### config.mk
export PLATFORM = sky130hd
export DESIGN_NAME = charger_irq_flags_and_masks
export DESIGN_NICKNAME = d
export VERILOG_FILES = /design/src/charger_irq_pkg.sv /design/src/charger_irq_flags_and_masks.sv /design/src/fault_flag_cell.sv
export SDC_FILE = /design/constraint.sdc
export NUM_CORES = 1
export LEC_CHECK = 0
export BUFFER_PORTS_ARGS = -buffer_cell sky130_fd_sc_hd__buf_2
export CAP_MARGIN = 20
export CORE_ASPECT_RATIO = 1.75
export CORE_UTILIZATION = 44
export DETAILED_ROUTE_END_ITERATION = 6
export PLACE_DENSITY = 0.77
export SLEW_MARGIN = 20
export SYNTH_ARGS = -nofsm -noshare
export SYNTH_HDL_FRONTEND = slang
export SYNTH_SLANG_ARGS = --single-unit
### constraint.sdc
create_clock -name CLK -period 1.31 [get_ports CLK]
set_clock_uncertainty 0.15 [all_clocks]
set_input_delay 0.0655 -clock CLK [delete_from_list [all_inputs] [get_ports CLK]]
set_output_delay 0.0655 -clock CLK [all_outputs]
set_load 0.005 [all_outputs]
### src/charger_irq_pkg.sv
// Constants for the charger interrupt flag and mask block.
// Assumes a byte-wide register port decoded at the printed offsets.
package charger_irq_pkg;

  // ----------------------------------------------------------------
  // Register offsets
  // ----------------------------------------------------------------
  localparam logic [7:0] OFS_EVENT_MASK = 8'h07; // Enables for the operational flags
  localparam logic [7:0] OFS_FAULT_MASK = 8'h09; // fault_interrupt_enables_two
  localparam logic [7:0] OFS_EVENT_FLAGS = 8'h0A; // operational_event_flags
  localparam logic [7:0] OFS_FAULT_FLAGS = 8'h0C; // Thermal and overvoltage flags

  // ----------------------------------------------------------------
  // Field positions
  // ----------------------------------------------------------------
  localparam int BIT_AUTOCLEAR   = 7;
  localparam int BIT_EN_ATTACHED = 3;
  localparam int BIT_EN_ATTACH_EV = 1;
  localparam int BIT_EN_ADC_DONE = 0;
  localparam int BIT_THERMAL     = 3;
  localparam int BIT_INPUT_OV    = 2;
  localparam int BIT_DATA_OVERVOLTAGE_FLAG     = 1;
  localparam int BIT_UNCONFIG    = 7;
  localparam int BIT_ATTACHED    = 3;
  localparam int BIT_ATTACH_EV   = 1;
  localparam int BIT_ADC_DONE    = 0;

  // ----------------------------------------------------------------
  // Writable bits and reset values
  // ----------------------------------------------------------------
  localparam logic [7:0] EVENT_MASK_BITS = 8'h8B;
  localparam logic [7:0] FAULT_MASK_BITS = 8'h0E;
  localparam logic [7:0] EVENT_MASK_RST  = 8'h00;
  localparam logic [7:0] FAULT_MASK_RST  = 8'h00;
  localparam logic [7:0] RDATA_RST       = 8'h00;
  // Event flags that may reach the interrupt (bit 7 never does)
  localparam logic [7:0] EVENT_IRQ_BITS  = 8'h0B;

endpackage : charger_irq_pkg

### src/charger_irq_flags_and_masks.sv
// Interrupt flags and masks of the charger: operational flags, fault flags,
// their enable registers and the combined interrupt output.
// Assumes a serial front end outside turns host transfers into one-cycle
// read and write strobes on the byte register port below.
`timescale 1ns/1ns

// How it works
// [RL1] Enable bits 3, 2 and 1 of the fault mask put thermal, input and data overvoltage into the interrupt.
// [RL2] The interrupt output rises only for a set flag whose enable bit is 1.
// [RL3] Bit 7 of the event flags reads 1 until the host has marked configuration complete.
// [RL4] Bit 7 reads 0 once configuration complete has been written, which the host must do.
// [RL5] Bit 3 of the event flags follows whether a portable device is attached.
// [RL6] Bit 1 is set on every attach or detach change and cleared by reading the register.
// [RL7] Bit 0 is set when an ADC sampling finishes and cleared by reading the register.
// [RL8] With autoclear at 0 the fault flags stay latched until read; at 1 they drop when the cause goes away.
// [RL9] The thermal and overvoltage flags clear on read only if their condition is gone.
module charger_irq_flags_and_masks (
  input  wire logic       CLK,
  input  wire logic       NRST,
  input  wire logic [7:0] REG_ADDR,
  input  wire logic       REG_WR,
  input  wire logic       REG_RD,
  input  wire logic [7:0] REG_WDATA,
  output logic      [7:0] REG_RDATA,
  input  wire logic       CONFIGURED_SET,
  input  wire logic       PORTABLE_ATTACHED,
  input  wire logic       ADC_DONE_PULSE,
  input  wire logic       THERMAL_WARN_COND,
  input  wire logic       INPUT_OV_COND,
  input  wire logic       DATA_OVERVOLTAGE_FLAG_COND,
  output logic            IRQ
);

  typedef struct packed {
    logic [7:0] event_mask;
    logic [7:0] fault_mask;
    logic       configured;
    logic       attached;
    logic       attach_ev;
    logic       adc_done;
    logic [7:0] rdata;
  } state_t;

  state_t     s_q;
  state_t     s_d;
  logic       rd_event;
  logic       rd_fault;
  logic [2:0] fault_cond;
  logic [2:0] fault_flag;
  logic [7:0] event_flags;
  logic [7:0] fault_flags;

  // Register hit on a read or write strobe
  function automatic logic hit(input logic [7:0] addr, input logic [7:0] ofs, input logic strobe);
    hit = strobe && (addr == ofs);
  endfunction : hit

  // ----------------------------------------------------------------
  // Fault condition flags
  // ----------------------------------------------------------------
  assign rd_event   = hit(REG_ADDR, charger_irq_pkg::OFS_EVENT_FLAGS, REG_RD);
  assign rd_fault   = hit(REG_ADDR, charger_irq_pkg::OFS_FAULT_FLAGS, REG_RD);
  assign fault_cond = {THERMAL_WARN_COND, INPUT_OV_COND, DATA_OVERVOLTAGE_FLAG_COND};

  // [RL9] Conditional read clear
  for (genvar i = 0; i < 3; i++) begin : g_fault
    fault_flag_cell u_cell (
      .clk       (CLK),
      .nrst      (NRST),
      .cond      (fault_cond[i]),
      .rd_clr    (rd_fault),
      .autoclear (s_q.event_mask[charger_irq_pkg::BIT_AUTOCLEAR]),
      .flag      (fault_flag[i])
    );
  end

  // Read views of both flag registers
  always_comb begin
    event_flags = 8'h00;
    event_flags[charger_irq_pkg::BIT_UNCONFIG]  = ~s_q.configured;
    event_flags[charger_irq_pkg::BIT_ATTACHED]  = s_q.attached;
    event_flags[charger_irq_pkg::BIT_ATTACH_EV] = s_q.attach_ev;
    event_flags[charger_irq_pkg::BIT_ADC_DONE]  = s_q.adc_done;
    fault_flags = 8'h00;
    fault_flags[charger_irq_pkg::BIT_THERMAL]   = fault_flag[2];
    fault_flags[charger_irq_pkg::BIT_INPUT_OV]  = fault_flag[1];
    fault_flags[charger_irq_pkg::BIT_DATA_OVERVOLTAGE_FLAG]   = fault_flag[0];
  end

  // ----------------------------------------------------------------
  // Next state
  // ----------------------------------------------------------------
  always_comb begin
    s_d = s_q;
    // Mask writes keep only implemented bits
    if (hit(REG_ADDR, charger_irq_pkg::OFS_EVENT_MASK, REG_WR)) begin
      s_d.event_mask = REG_WDATA & charger_irq_pkg::EVENT_MASK_BITS;
    end
    if (hit(REG_ADDR, charger_irq_pkg::OFS_FAULT_MASK, REG_WR)) begin
      s_d.fault_mask = REG_WDATA & charger_irq_pkg::FAULT_MASK_BITS;
    end
    // [RL3] [RL4] Configuration complete latch
    s_d.configured = s_q.configured | CONFIGURED_SET;
    // [RL5] Attach status follows the line
    s_d.attached = PORTABLE_ATTACHED;
    // [RL6] Change event, set wins over read
    s_d.attach_ev = (PORTABLE_ATTACHED != s_q.attached) | (s_q.attach_ev & ~rd_event);
    // [RL7] ADC done, set wins over read
    s_d.adc_done = ADC_DONE_PULSE | (s_q.adc_done & ~rd_event);
    // Read data captured on the strobe
    if (REG_RD) begin
      case (REG_ADDR)
        charger_irq_pkg::OFS_EVENT_MASK:  s_d.rdata = s_q.event_mask;
        charger_irq_pkg::OFS_FAULT_MASK:  s_d.rdata = s_q.fault_mask;
        charger_irq_pkg::OFS_EVENT_FLAGS: s_d.rdata = event_flags;
        charger_irq_pkg::OFS_FAULT_FLAGS: s_d.rdata = fault_flags;
        default:                          s_d.rdata = 8'h00;
      endcase
    end
  end

  // State register
  always_ff @(posedge CLK) begin
    if (!NRST) begin
      s_q.event_mask <= charger_irq_pkg::EVENT_MASK_RST;
      s_q.fault_mask <= charger_irq_pkg::FAULT_MASK_RST;
      s_q.configured <= 1'b0;
      s_q.attached   <= 1'b0;
      s_q.attach_ev  <= 1'b0;
      s_q.adc_done   <= 1'b0;
      s_q.rdata      <= charger_irq_pkg::RDATA_RST;
    end else begin
      s_q <= s_d;
    end
  end

  // ----------------------------------------------------------------
  // Outputs
  // ----------------------------------------------------------------
  assign REG_RDATA = s_q.rdata;
  // [RL1] [RL2] Masked flags onto the interrupt
  assign IRQ = |(event_flags & s_q.event_mask & charger_irq_pkg::EVENT_IRQ_BITS) | |(fault_flags & s_q.fault_mask);

  // ----------------------------------------------------------------
  // Checks
  // ----------------------------------------------------------------
  property p_fault_gate;
    @(posedge CLK) disable iff (!NRST)
      (s_q.fault_mask[charger_irq_pkg::BIT_THERMAL] && fault_flag[2]) |-> IRQ;
  endproperty
  a_fault_gate: assert property (p_fault_gate) else $error("enabled thermal flag gave no interrupt"); // [RL1]

  property p_irq_cause;
    @(posedge CLK) disable iff (!NRST)
      IRQ |-> ((s_q.attached && s_q.event_mask[charger_irq_pkg::BIT_EN_ATTACHED])
            || (s_q.attach_ev && s_q.event_mask[charger_irq_pkg::BIT_EN_ATTACH_EV])
            || (s_q.adc_done && s_q.event_mask[charger_irq_pkg::BIT_EN_ADC_DONE])
            || (fault_flag[2] && s_q.fault_mask[charger_irq_pkg::BIT_THERMAL])
            || (fault_flag[1] && s_q.fault_mask[charger_irq_pkg::BIT_INPUT_OV])
            || (fault_flag[0] && s_q.fault_mask[charger_irq_pkg::BIT_DATA_OVERVOLTAGE_FLAG]));
  endproperty
  a_irq_cause: assert property (p_irq_cause) else $error("interrupt without enabled flag"); // [RL2]

  property p_unconfig;
    @(posedge CLK) disable iff (!NRST)
      (REG_RD && REG_ADDR == charger_irq_pkg::OFS_EVENT_FLAGS && !s_q.configured)
      |=> REG_RDATA[charger_irq_pkg::BIT_UNCONFIG];
  endproperty
  a_unconfig: assert property (p_unconfig) else $error("unconfigured bit read 0"); // [RL3]

  property p_configured;
    @(posedge CLK) disable iff (!NRST)
      CONFIGURED_SET |=> ##1 (REG_RD && REG_ADDR == charger_irq_pkg::OFS_EVENT_FLAGS)
      |=> !REG_RDATA[charger_irq_pkg::BIT_UNCONFIG];
  endproperty
  a_configured: assert property (p_configured) else $error("unconfigured bit stuck after config"); // [RL4]

  property p_attached;
    @(posedge CLK) disable iff (!NRST)
      PORTABLE_ATTACHED [*2] |-> event_flags[charger_irq_pkg::BIT_ATTACHED];
  endproperty
  a_attached: assert property (p_attached) else $error("attach indicator wrong"); // [RL5]

  property p_attach_ev;
    @(posedge CLK) disable iff (!NRST)
      (PORTABLE_ATTACHED != $past(PORTABLE_ATTACHED)) |=> s_q.attach_ev;
  endproperty
  a_attach_ev: assert property (p_attach_ev) else $error("attach change not flagged"); // [RL6]

  property p_attach_clear;
    @(posedge CLK) disable iff (!NRST)
      (rd_event && PORTABLE_ATTACHED == s_q.attached) |=> !s_q.attach_ev;
  endproperty
  a_attach_clear: assert property (p_attach_clear) else $error("attach event not cleared by read"); // [RL6]

  property p_adc_clear;
    @(posedge CLK) disable iff (!NRST)
      (rd_event && !ADC_DONE_PULSE) |=> !s_q.adc_done;
  endproperty
  a_adc_clear: assert property (p_adc_clear) else $error("adc done not cleared by read"); // [RL7]

  property p_adc_set;
    @(posedge CLK) disable iff (!NRST) ADC_DONE_PULSE |=> s_q.adc_done;
  endproperty
  a_adc_set: assert property (p_adc_set) else $error("adc done lost"); // [RL7]

  property p_event_gate;
    @(posedge CLK) disable iff (!NRST)
      (s_q.adc_done && s_q.event_mask[charger_irq_pkg::BIT_EN_ADC_DONE]) |-> IRQ;
  endproperty
  a_event_gate: assert property (p_event_gate) else $error("enabled adc done flag gave no interrupt"); // [RL2]

  property p_rdata_hold;
    @(posedge CLK) disable iff (!NRST) !REG_RD |=> $stable(REG_RDATA);
  endproperty
  a_rdata_hold: assert property (p_rdata_hold) else $error("read data changed without a read"); // [RL3]

  property p_fault_read;
    @(posedge CLK) disable iff (!NRST) (rd_fault && INPUT_OV_COND) |=> fault_flag[1];
  endproperty
  a_fault_read: assert property (p_fault_read) else $error("input overvoltage cleared while active"); // [RL9]

  property p_latch;
    @(posedge CLK) disable iff (!NRST)
      (fault_flag[0] && !rd_fault && !s_q.event_mask[charger_irq_pkg::BIT_AUTOCLEAR]) |=> fault_flag[0];
  endproperty
  a_latch: assert property (p_latch) else $error("data overvoltage flag not latched"); // [RL8]

endmodule : charger_irq_flags_and_masks

### src/fault_flag_cell.sv
// One condition flag that latches an active condition while autoclear is 0 and follows the condition while autoclear is 1.
// Assumes cond is synchronous to clk and rd_clr is a one-cycle read strobe.
`timescale 1ns/1ns
module fault_flag_cell (
  input  wire logic clk,
  input  wire logic nrst,
  input  wire logic cond,
  input  wire logic rd_clr,
  input  wire logic autoclear,
  output logic      flag
);

  typedef struct packed {
    logic flag;
  } cell_t;

  cell_t s_q;
  cell_t s_d;

  // ----------------------------------------------------------------
  // Flag update
  // ----------------------------------------------------------------
  // [RL9] [RL8] Clear only when condition gone
  always_comb begin
    s_d = s_q;
    s_d.flag = cond | (s_q.flag & ~rd_clr & ~autoclear);
  end

  // State register
  always_ff @(posedge clk) begin
    if (!nrst) begin
      s_q <= '0;
    end else begin
      s_q <= s_d;
    end
  end

  assign flag = s_q.flag;

  // ----------------------------------------------------------------
  // Checks
  // ----------------------------------------------------------------
  property p_cell_hold_cond;
    @(posedge clk) disable iff (!nrst) cond |=> flag;
  endproperty
  a_cell_hold_cond: assert property (p_cell_hold_cond) else $error("flag lost while condition active"); // [RL9]

  property p_cell_latched;
    @(posedge clk) disable iff (!nrst) (flag && !rd_clr && !autoclear) |=> flag;
  endproperty
  a_cell_latched: assert property (p_cell_latched) else $error("latched flag dropped without read"); // [RL8]

  property p_cell_autoclr;
    @(posedge clk) disable iff (!nrst) (autoclear && !cond) |=> !flag;
  endproperty
  a_cell_autoclr: assert property (p_cell_autoclr) else $error("autoclear did not clear flag"); // [RL8]

  property p_cell_rdclr;
    @(posedge clk) disable iff (!nrst) (rd_clr && !cond) |=> !flag;
  endproperty
  a_cell_rdclr: assert property (p_cell_rdclr) else $error("resolved flag not cleared by read"); // [RL9]

endmodule : fault_flag_cell

==> impl_metrics.toml, run 1 <==
[synthesis]
synthTopCellsByArea = "dfxtp_1 (38%), nor2b_1 (7.4%), mux2i_1 (6.9%)"
yosysWarningCount = 0
synth_cell_types = 30
yosys.area.top_type = "dfxtp_1"
synth_seq_cells = 19
ys_seq_area_share_pct = 37.7
synth_top_cell_area_share_pct = 37.7
synth_area_um2 = 1010
postSynthAreaPerCell_um2 = 9.00
syn_inst = 112

[status]
status = "finished, violations left"
violations = "hold timing"

[placement]
place_congestion = 0.871
dp.cells = 156
dp.final_hpwl_mm = 1.72
post_dp_cell_area_um2 = 1130
portBuffers = 28

[setup_path]
worst-path-max-fanout = 3
critPathCapture = "IRQ"
cp-end-kind = "primary output"
crit_slowest_cell = "dfxtp_1"
r2r_cells = 4
critPathKind = "register to primary output"
r2r-end = "REG_RDATA[1]"
startpoint = "s_q[13]"
worst_setup_path_start_kind = "register"
cp.required_ns = 1.09
reg2reg_from = "g_fault[0].u_cell.flag"
max_stage_delay_ns = 0.36
r2r_slack_ns = 0.12
crit_chain = "a22oi_1 > nand3_1 > buf_2"
arrival_ns = 1.06

[timing]
hold_viol = 1
max_freq_ghz = 0.786
slew_viol_final = 0
holdWs_ns = -0.0410
finalCriticalPeriod_ns = 1.27
setup_viol = 0
period_share_pct = 97.1
finalSetupTns_ns = 0
rsz0062_at_grt = "yes"

[finish]
layout_common_cells = "buf_2 (28), dfxtp_1 (15), nor2b_1 (12), dlygate4sd3_1 (12)"
fin_cells = 172
area_growth_pct = 28.5
fill_cells = 180
utilization_pct = 61.2
layout_commonest_cell = "buf_2"
drive_gt1_share_pct = 29.7
nNetsFinal = 175
num_antenna_cells = 0
final_cell_area_um2 = 1300

[die]
fp.dieArea_um2 = 2490
dieHeight_um = 65.3
core_um2 = 2120
die_x_um = 38.2
start_util_pct = 47.6
ios = 35
row_count = 22

[detailed_routing]
drtAntennaViolNets = 0
drc_errors = 0
dr.pass1.iters = 4
via_count = 941
via_per_inst = 5.47
wl_per_cell_um = 13.8
wl_mm = 2.37
drtIter0Drc = 23

[global_routing]
grt_pass1_wl_mm = 3.80
grt_max_degree = 23
grt_usage_pct = 20.7
antenna_found_initial = 0
grt_overflow = 0
first_global_vias = 918

[clocking]
cts_setup_buffers = 0
postCtsHoldBufs = 12
htreeDepth = 1
cts_buffer_depth = 2
ctsRootBufferMaster = "clkbuf_4"
cts.clk_slew.worst_paths_ns = 0.11
cts_tree = "done"
cts_num_sinks = 19
cts_buffers = 3
clkLatencyLatePin_ns = 0.30

[flow_run]
drv_cap = 0

[power]
power_leakage_uw = 0.000570
p_per_area_nw_per_um2 = 827
vdd_drop_max_v = 0.000539

[hold_path]
min_path_type = "input pin to register"
worst min-delay path by stage:
stage                          startpoint  cells after the start                     end  slack [ns]
2_1_floorplan  DATA_OVERVOLTAGE_FLAG_COND                      2  g_fault[0].u_cell.flag        0.02
3_3_place_gp                INPUT_OV_COND                      3  g_fault[1].u_cell.flag        0.11
3_5_place_dp               CONFIGURED_SET                      2                 s_q[11]        0.12
4_1_cts                       REG_ADDR[4]                      4            REG_RDATA[2]       -0.04
5_1_grt                       REG_ADDR[4]                      4            REG_RDATA[2]       -0.01
6_report                      REG_ADDR[4]                      4            REG_RDATA[2]       -0.04
flip-flops by register name (all words and copies together), names as in the netlist:
register             count
REG_RDATA                5
event_flags              3
g_fault.u_cell.flag      3
s_q                      8
cells in the mapped netlist, drive strengths merged:
cell type  count
nand3          3
dfxtp         19
clkbuf         3
mux2i          7
o22ai          2
and2           3
nor2           3
a221oi         1
nand2          6
conb           1
and3b          4
xor2           2
o21ai          7
buf           11
a22oi          3
a31oi          2
and4bb         1
a22o           3
nor2b         12
a32oi          4
and4           1
inv            4
a41o           1
nor4           3
nand4          2
o21a           1
a21boi         1
nand2b         2
timing repair:
| action | 4_1_cts | 5_1_grt |
|---|---|---|
| endpoints found under the hold margin | 15 | 1 |
| endpoints found under the setup margin | 0 | 2 |
| gates resized for setup | 0 | 7 |
cells by family after synthesis:
logic type                share of synthesized area, %
and+or+nand+nor                                   25.6
AOI/OAI and AO/OA                                 17.6
DFF                                               37.7
buffers and inverters                             10.0
muxes                                             6.95
xor gates and xnor gates                          1.74
other                                            0.372
layout make-up:
cell class	count	area, µm²	share of cell area, %
multi-input cells	77	549	42.4
flip-flops and latches	19	385	29.7
repair buffers	44	290	22.4
well taps	24	30.0	2.32
clock buffers	4	26.3	2.03
inverters	4	15.0	1.16
through the flow:
step	power (µW)	setup WS [ns]
global placement	748	-0.0927
detailed placement	752	-0.200
floorplan	695	0.0450
CTS	1070	0.00421
global route	1120	-0.0284
finish	1070	0.0383
metal layers:
metal / up-vias / GRT usage [%] / share of wire (%)
li1: 467 / - / -
met1: 436 / 21.3 / 38
met2: 30 / 39.0 / 56
met3: 8 / 2.03 / 3.7
met4: 0 / 8.93 / 2.8
met5: - / 0 / 0
report_power, final:
part | switching (µW) | internal (µW) | leakage [µW]
Sequential | 17.0 | 597 | 0.000156
Clock | 180 | 119 | 0.0000150
Combinational | 73.0 | 85.8 | 0.000399
Total | 270 | 801 | 0.000570
critical path, delay by kind of cell (launching register included):
kind	cells	cell delay (ns)
compound gates	1	0.16
simple gates	1	0.10
flops	1	0.36
buf+inv	1	0.14
(Power assumes the default switching activity.)
==> run 2, diff against run 1 <==
--- a/config.mk
+++ b/config.mk
@@ -10,6 +10,7 @@
 export CORE_ASPECT_RATIO = 1.75
 export CORE_UTILIZATION = 44
 export DETAILED_ROUTE_END_ITERATION = 6
+export HOLD_SLACK_MARGIN = 0.02
 export PLACE_DENSITY = 0.77
 export SLEW_MARGIN = 20
 export SYNTH_ARGS = -nofsm -noshare
==> impl_metrics.toml, run 2 (synthesis results as in run 1) <==
[status]
status = "finished, violations left"
violations = "hold timing"

[power]
switching_share_pct = 25.1
vdd_drop_max_v = 0.000538
pwr-share-clk_pct = 27.8
p_total_uw = 1070
p_per_area_nw_per_um2 = 820
pwr-share-comb_pct = 15.1
power_frac_seq_pct = 57.2
power_leakage_uw = 0.000575
cellInternalPower_uw = 804
power.switching_uw = 269

[detailed_routing]
wl_per_cell_um = 13.7
drtAntennaViolNets = 0
wl_mm = 2.36
dr.pass1.iters = 4
drtIter0Drc = 22
via_per_inst = 5.44
via_count = 941
drc_errors = 0

[setup_path]
r2r-end = "REG_RDATA[1]"
critPathKind = "register to primary output"
r2r_cells = 4
cp-end-kind = "primary output"
cp.required_ns = 1.09
worst-path-max-fanout = 3
worst_setup_path_start_kind = "register"
arrival_ns = 1.05
max_stage_delay_ns = 0.35
r2r_slack_ns = 0.12
reg2reg_from = "g_fault[0].u_cell.flag"
crit_slowest_cell = "dfxtp_2"
crit_chain = "a22oi_1 > nand3_1 > buf_2"

[die]
die_x_um = 38.2
dieHeight_um = 65.3
ios = 35
row_count = 22
core_um2 = 2120
start_util_pct = 47.6
fp.dieArea_um2 = 2490

[global_routing]
first_global_vias = 918
grt_usage_pct = 20.7
grt_max_degree = 23
grt_pass1_wl_mm = 3.80
grt_overflow = 0
antenna_found_initial = 0

[timing]
max_freq_ghz = 0.788
rsz0062_at_grt = "yes"
holdWs_ns = -0.0402
slew_viol_final = 0
hold_viol = 1
setup_viol = 0
finalCriticalPeriod_ns = 1.27
period_share_pct = 96.9

[finish]
nNetsFinal = 176
final_cell_area_um2 = 1310
top_register = "s_q"
layout_commonest_cell = "buf_2"
num_antenna_cells = 0
drive_gt1_share_pct = 29.5
layout_common_cells = "buf_2 (27), dfxtp_1 (15), dlygate4sd3_1 (13)"
utilization_pct = 61.7
area_growth_pct = 29.8
largest_reg_flops = 8
fill_cells = 180
fin_cells = 173

[clocking]
cts_setup_buffers = 0
cts_tree = "done"
htreeDepth = 1
ctsRootBufferMaster = "clkbuf_4"
cts_buffers = 3
cts.clk_slew.worst_paths_ns = 0.11
cts_buffer_depth = 2
postCtsHoldBufs = 13
cts_num_sinks = 19
clkLatencyLatePin_ns = 0.30

[placement]
portBuffers = 28
dp.cells = 156
dp.final_hpwl_mm = 1.72
post_dp_cell_area_um2 = 1130
place_congestion = 0.871

[hold_path]
min_path_type = "input pin to register"
holdPathEnd = "REG_RDATA[2]"
hold_depth = 4
min-delay-start = "REG_ADDR[4]"

[flow_run]
drv_cap = 0
## run 2: changes by cell type in the layout (fill, tap and decap cells not counted), sizes merged
cell,before,now
buf,32,31
clkbuf,4,5
dlygate4sd3,12,13
## run 2: metal layers
metal | track usage (%) | vias up | part of all wire, %
met5 | 0 | - | 0
met4 | 8.93 | 0 | 2.8
met3 | 2.03 | 8 | 3.0
met2 | 39.0 | 25 | 57
met1 | 21.3 | 440 | 37
li1 | - | 468 | -
## run 2: timing repair
action | CTS | global route
gates resized for setup | 0 | 8
hold endpoints to repair | 15 | 1
setup endpoints to repair | 0 | 3
## run 2: worst max-delay path: cells and delay by family (launching register included)
kind / cells / cell delay (ns)
AOI/OAI and AO/OA: 1 / 0.17
buffers and inverters: 1 / 0.14
DFF: 1 / 0.35
and+or+nand+nor: 1 / 0.10
## run 2: final cells by class
class | instances | area [µm²] | share of cell area (%)
inverter | 4 | 15.0 | 1.15
multi-input combinational | 77 | 549 | 42.0
tap | 24 | 30.0 | 2.29
clock buffer | 4 | 26.3 | 2.01
sequential | 19 | 385 | 29.4
timing repair buffer | 45 | 303 | 23.1
## run 2: stage by stage
| step | TNS, ns | setup WS, ns |
|---|---|---|
| finish | 0 | 0.0407 |
| global route | -0.0284 | -0.0284 |
| CTS | 0 | 0.00421 |
| detailed placement | -0.833 | -0.200 |
| global placement | -0.437 | -0.0927 |
| floorplan | 0 | 0.0450 |
## run 2: worst max path at each step
| stage | end | slack (ns) | depth (start not counted) | startpoint |
|---|---|---|---|---|
| 2_1_floorplan | s_q[13] | 0.05 | 6 | REG_ADDR[0] |
| 3_3_place_gp | s_q[14] | -0.09 | 5 | REG_ADDR[7] |
| 3_5_place_dp | s_q[15] | -0.20 | 5 | REG_ADDR[7] |
| 4_1_cts | IRQ | 0.004 | 3 | g_fault[1].u_cell.flag |
| 5_1_grt | IRQ | -0.03 | 3 | s_q[20] |
| 6_report | IRQ | 0.04 | 3 | event_flags[3] |
## run 2: power by group through the flow
stage	sequential (µW)	clock [µW]	combinational, µW
finish	614	298	162
global route	617	327	177
CTS	611	302	158
detailed placement	624	0	128
global placement	624	0	124
floorplan	618	0	76.6
==> run 3, diff against run 2 <==
--- a/config.mk
+++ b/config.mk
@@ -15,4 +15,5 @@
 export SLEW_MARGIN = 20
 export SYNTH_ARGS = -nofsm -noshare
 export SYNTH_HDL_FRONTEND = slang
+export SYNTH_HIERARCHICAL = 1
 export SYNTH_SLANG_ARGS = --single-unit
==> impl_metrics.toml, run 3 <==
[synthesis]
synth_common_cells = "dfxtp_1 (19), nor2b_1 (12), buf_4 (8)"
postSynthAreaPerCell_um2 = 9.48
async_reset_ff_share_pct = 0
synth_most_common_cell = "dfxtp_1"
synth_seq_cells = 19
syn_inst = 109
synth_edf_count = 0
yosysWarningCount = 6
synth_area_um2 = 1030
synth_cell_types = 33
synth_top_cell_area_share_pct = 36.8
synth_ff_type = "dfxtp_1"
synthTopCellsByArea = "dfxtp_1 (37%), nor2b_1 (7.3%), mux2i_1 (6.8%)"
yosys.area.top_type = "dfxtp_1"
ys_seq_area_share_pct = 36.8

[clocking]
cts_buffers = 3
cts_num_sinks = 19
cts.clk_slew.worst_paths_ns = 0.10
clkLatencyLatePin_ns = 0.30
ctsRootBufferMaster = "clkbuf_4"
cts_setup_buffers = 0
cts_buffer_depth = 2
htreeDepth = 1
cts_tree = "done"

[flow_run]
drv_cap = 0

[die]
fp.dieArea_um2 = 2550
die_x_um = 38.6
core_um2 = 2150
ios = 35
row_count = 22
start_util_pct = 48.1
dieHeight_um = 66.1

[setup_path]
crit_slowest_cell = "dfxtp_1"
arrival_ns = 1.05
r2r_cells = 4
crit_chain = "a22oi_2 > nand3_1 > buf_2"
cp.required_ns = 1.09
worst_setup_path_start_kind = "register"
max_stage_delay_ns = 0.35
worst-path-max-fanout = 3
cp-end-kind = "primary output"
critPathKind = "register to primary output"

[detailed_routing]
drtAntennaViolNets = 0
wl_per_cell_um = 13.4
via_count = 934
via_per_inst = 5.37
wl_mm = 2.33
drtIter0Drc = 41
drc_errors = 0
dr.pass1.iters = 4

[global_routing]
grt_busiest_layer = "met2"
grt_usage_pct = 19.8
use_met2_pct = 35.2
grt_overflow = 0
grt_util_met3_pct = 2.02
first_global_vias = 891
grtUsageMet1_pct = 22.2
antenna_found_initial = 0
grt_pass1_wl_mm = 3.63
grt_max_degree = 20

[finish]
num_antenna_cells = 0
layout_common_cells = "buf_2 (28), dfxtp_1 (16), dlygate4sd3_1 (13)"
nNetsFinal = 177
layout_commonest_cell = "buf_2"
drive_gt1_share_pct = 33.3
utilization_pct = 63.5
top_register = "s_q"
area_growth_pct = 31.8
largest_reg_flops = 8

[timing]
period_share_pct = 96.5
hold_viol = 0
holdWs_ns = 0.0540
finalCriticalPeriod_ns = 1.26
rsz0062_at_grt = "yes"
max_freq_ghz = 0.791
slew_viol_final = 0
setup_viol = 0

[power]
vdd_drop_max_v = 0.000750
p_total_uw = 1070
power_leakage_uw = 0.000581
p_per_area_nw_per_um2 = 787

[placement]
dp.final_hpwl_mm = 1.70
portBuffers = 28
place_congestion = 0.791

[hold_path]
min_path_type = "input pin to register"
hold_depth = 4

[status]
status = "finished, final reports clean"
run 3: changes by cell type in the layout (fill, tap and decap cells not counted), sizes merged, moves of 2 or more:
cell / before / now
nand2: 6 / 0
o21ai: 7 / 2
a32oi: 4 / 0
and3b: 4 / 0
buf: 31 / 35
nand3b: 0 / 4
nor3b: 0 / 3
o21a: 1 / 4
a21oi: 0 / 2
a221o: 0 / 2
nand3: 3 / 5
nand4: 2 / 0
run 3: cell families after synthesis:
group | synth area share [%]
muxes | 6.78
other | 0.363
and+or+nand+nor | 29.7
AOI/OAI and AO/OA | 15.5
DFF | 36.8
xor gates and xnor gates | 1.70
buffers and inverters | 9.20
run 3: worst paths after layout:
path / to / slack, ns / startpoint
setup / recovery: IRQ / 0.05 / s_q[20]
hold reg to reg: REG_RDATA[1] / 0.33 / REG_RDATA[1]
setup reg to reg: REG_RDATA[3] / 0.07 / event_flags[3]
hold / removal: event_flags[1] / 0.05 / REG_ADDR[2]
run 3: per-stage QoR:
stage,TNS (ns),cells,worst slack (ns),area [µm²]
6_report,0,174,0.0456,1360
4_1_cts,0,174,0.0222,1340
2_1_floorplan,0,111,0.0567,1040
5_1_grt,-0.0149,174,-0.0125,1360
3_5_place_dp,-0.939,157,-0.169,1180
3_3_place_gp,-0.726,157,-0.129,1180
run 3: repair_timing:
| action | CTS | global route |
|---|---|---|
| resized for setup | 1 | 6 |
| hold buffers | 13 | 0 |
| endpoints found under the hold margin | 15 | 0 |
| pin swaps | 0 | 0 |
| setup endpoints to repair | 1 | 2 |
run 3: routing by layer:
| metal | vias to the layer above | routed length, µm |
|---|---|---|
| met5 | - | 0 |
| met4 | 0 | 36 |
| met3 | 4 | 96 |
| met2 | 31 | 1210 |
| met1 | 433 | 978 |
| li1 | 466 | - |
run 3: final cells by class:
type	count	area [µm²]
fillers	180	785
multi-input cells	76	588
flip-flops and latches	19	384
repair buffers	48	323
well taps	24	30.0
clock buffers	4	26.3
inverters	3	11.3
run 3: worst max-delay path: cells and delay by family, from the launching register on:
| kind | cells | cell delay, ns |
|---|---|---|
| buffers and inverters | 1 | 0.13 |
| AO/OA/AOI/OAI | 1 | 0.18 |
| AND/OR/NAND/NOR | 1 | 0.10 |
| flip-flops | 1 | 0.35 |
run 3: report_power, final:
| group | switching [µW] | internal [µW] | total (µW) |
|---|---|---|---|
| clock | 173 | 119 | 292 |
| combinational | 73.3 | 98.8 | 172 |
| sequential | 13.5 | 595 | 608 |
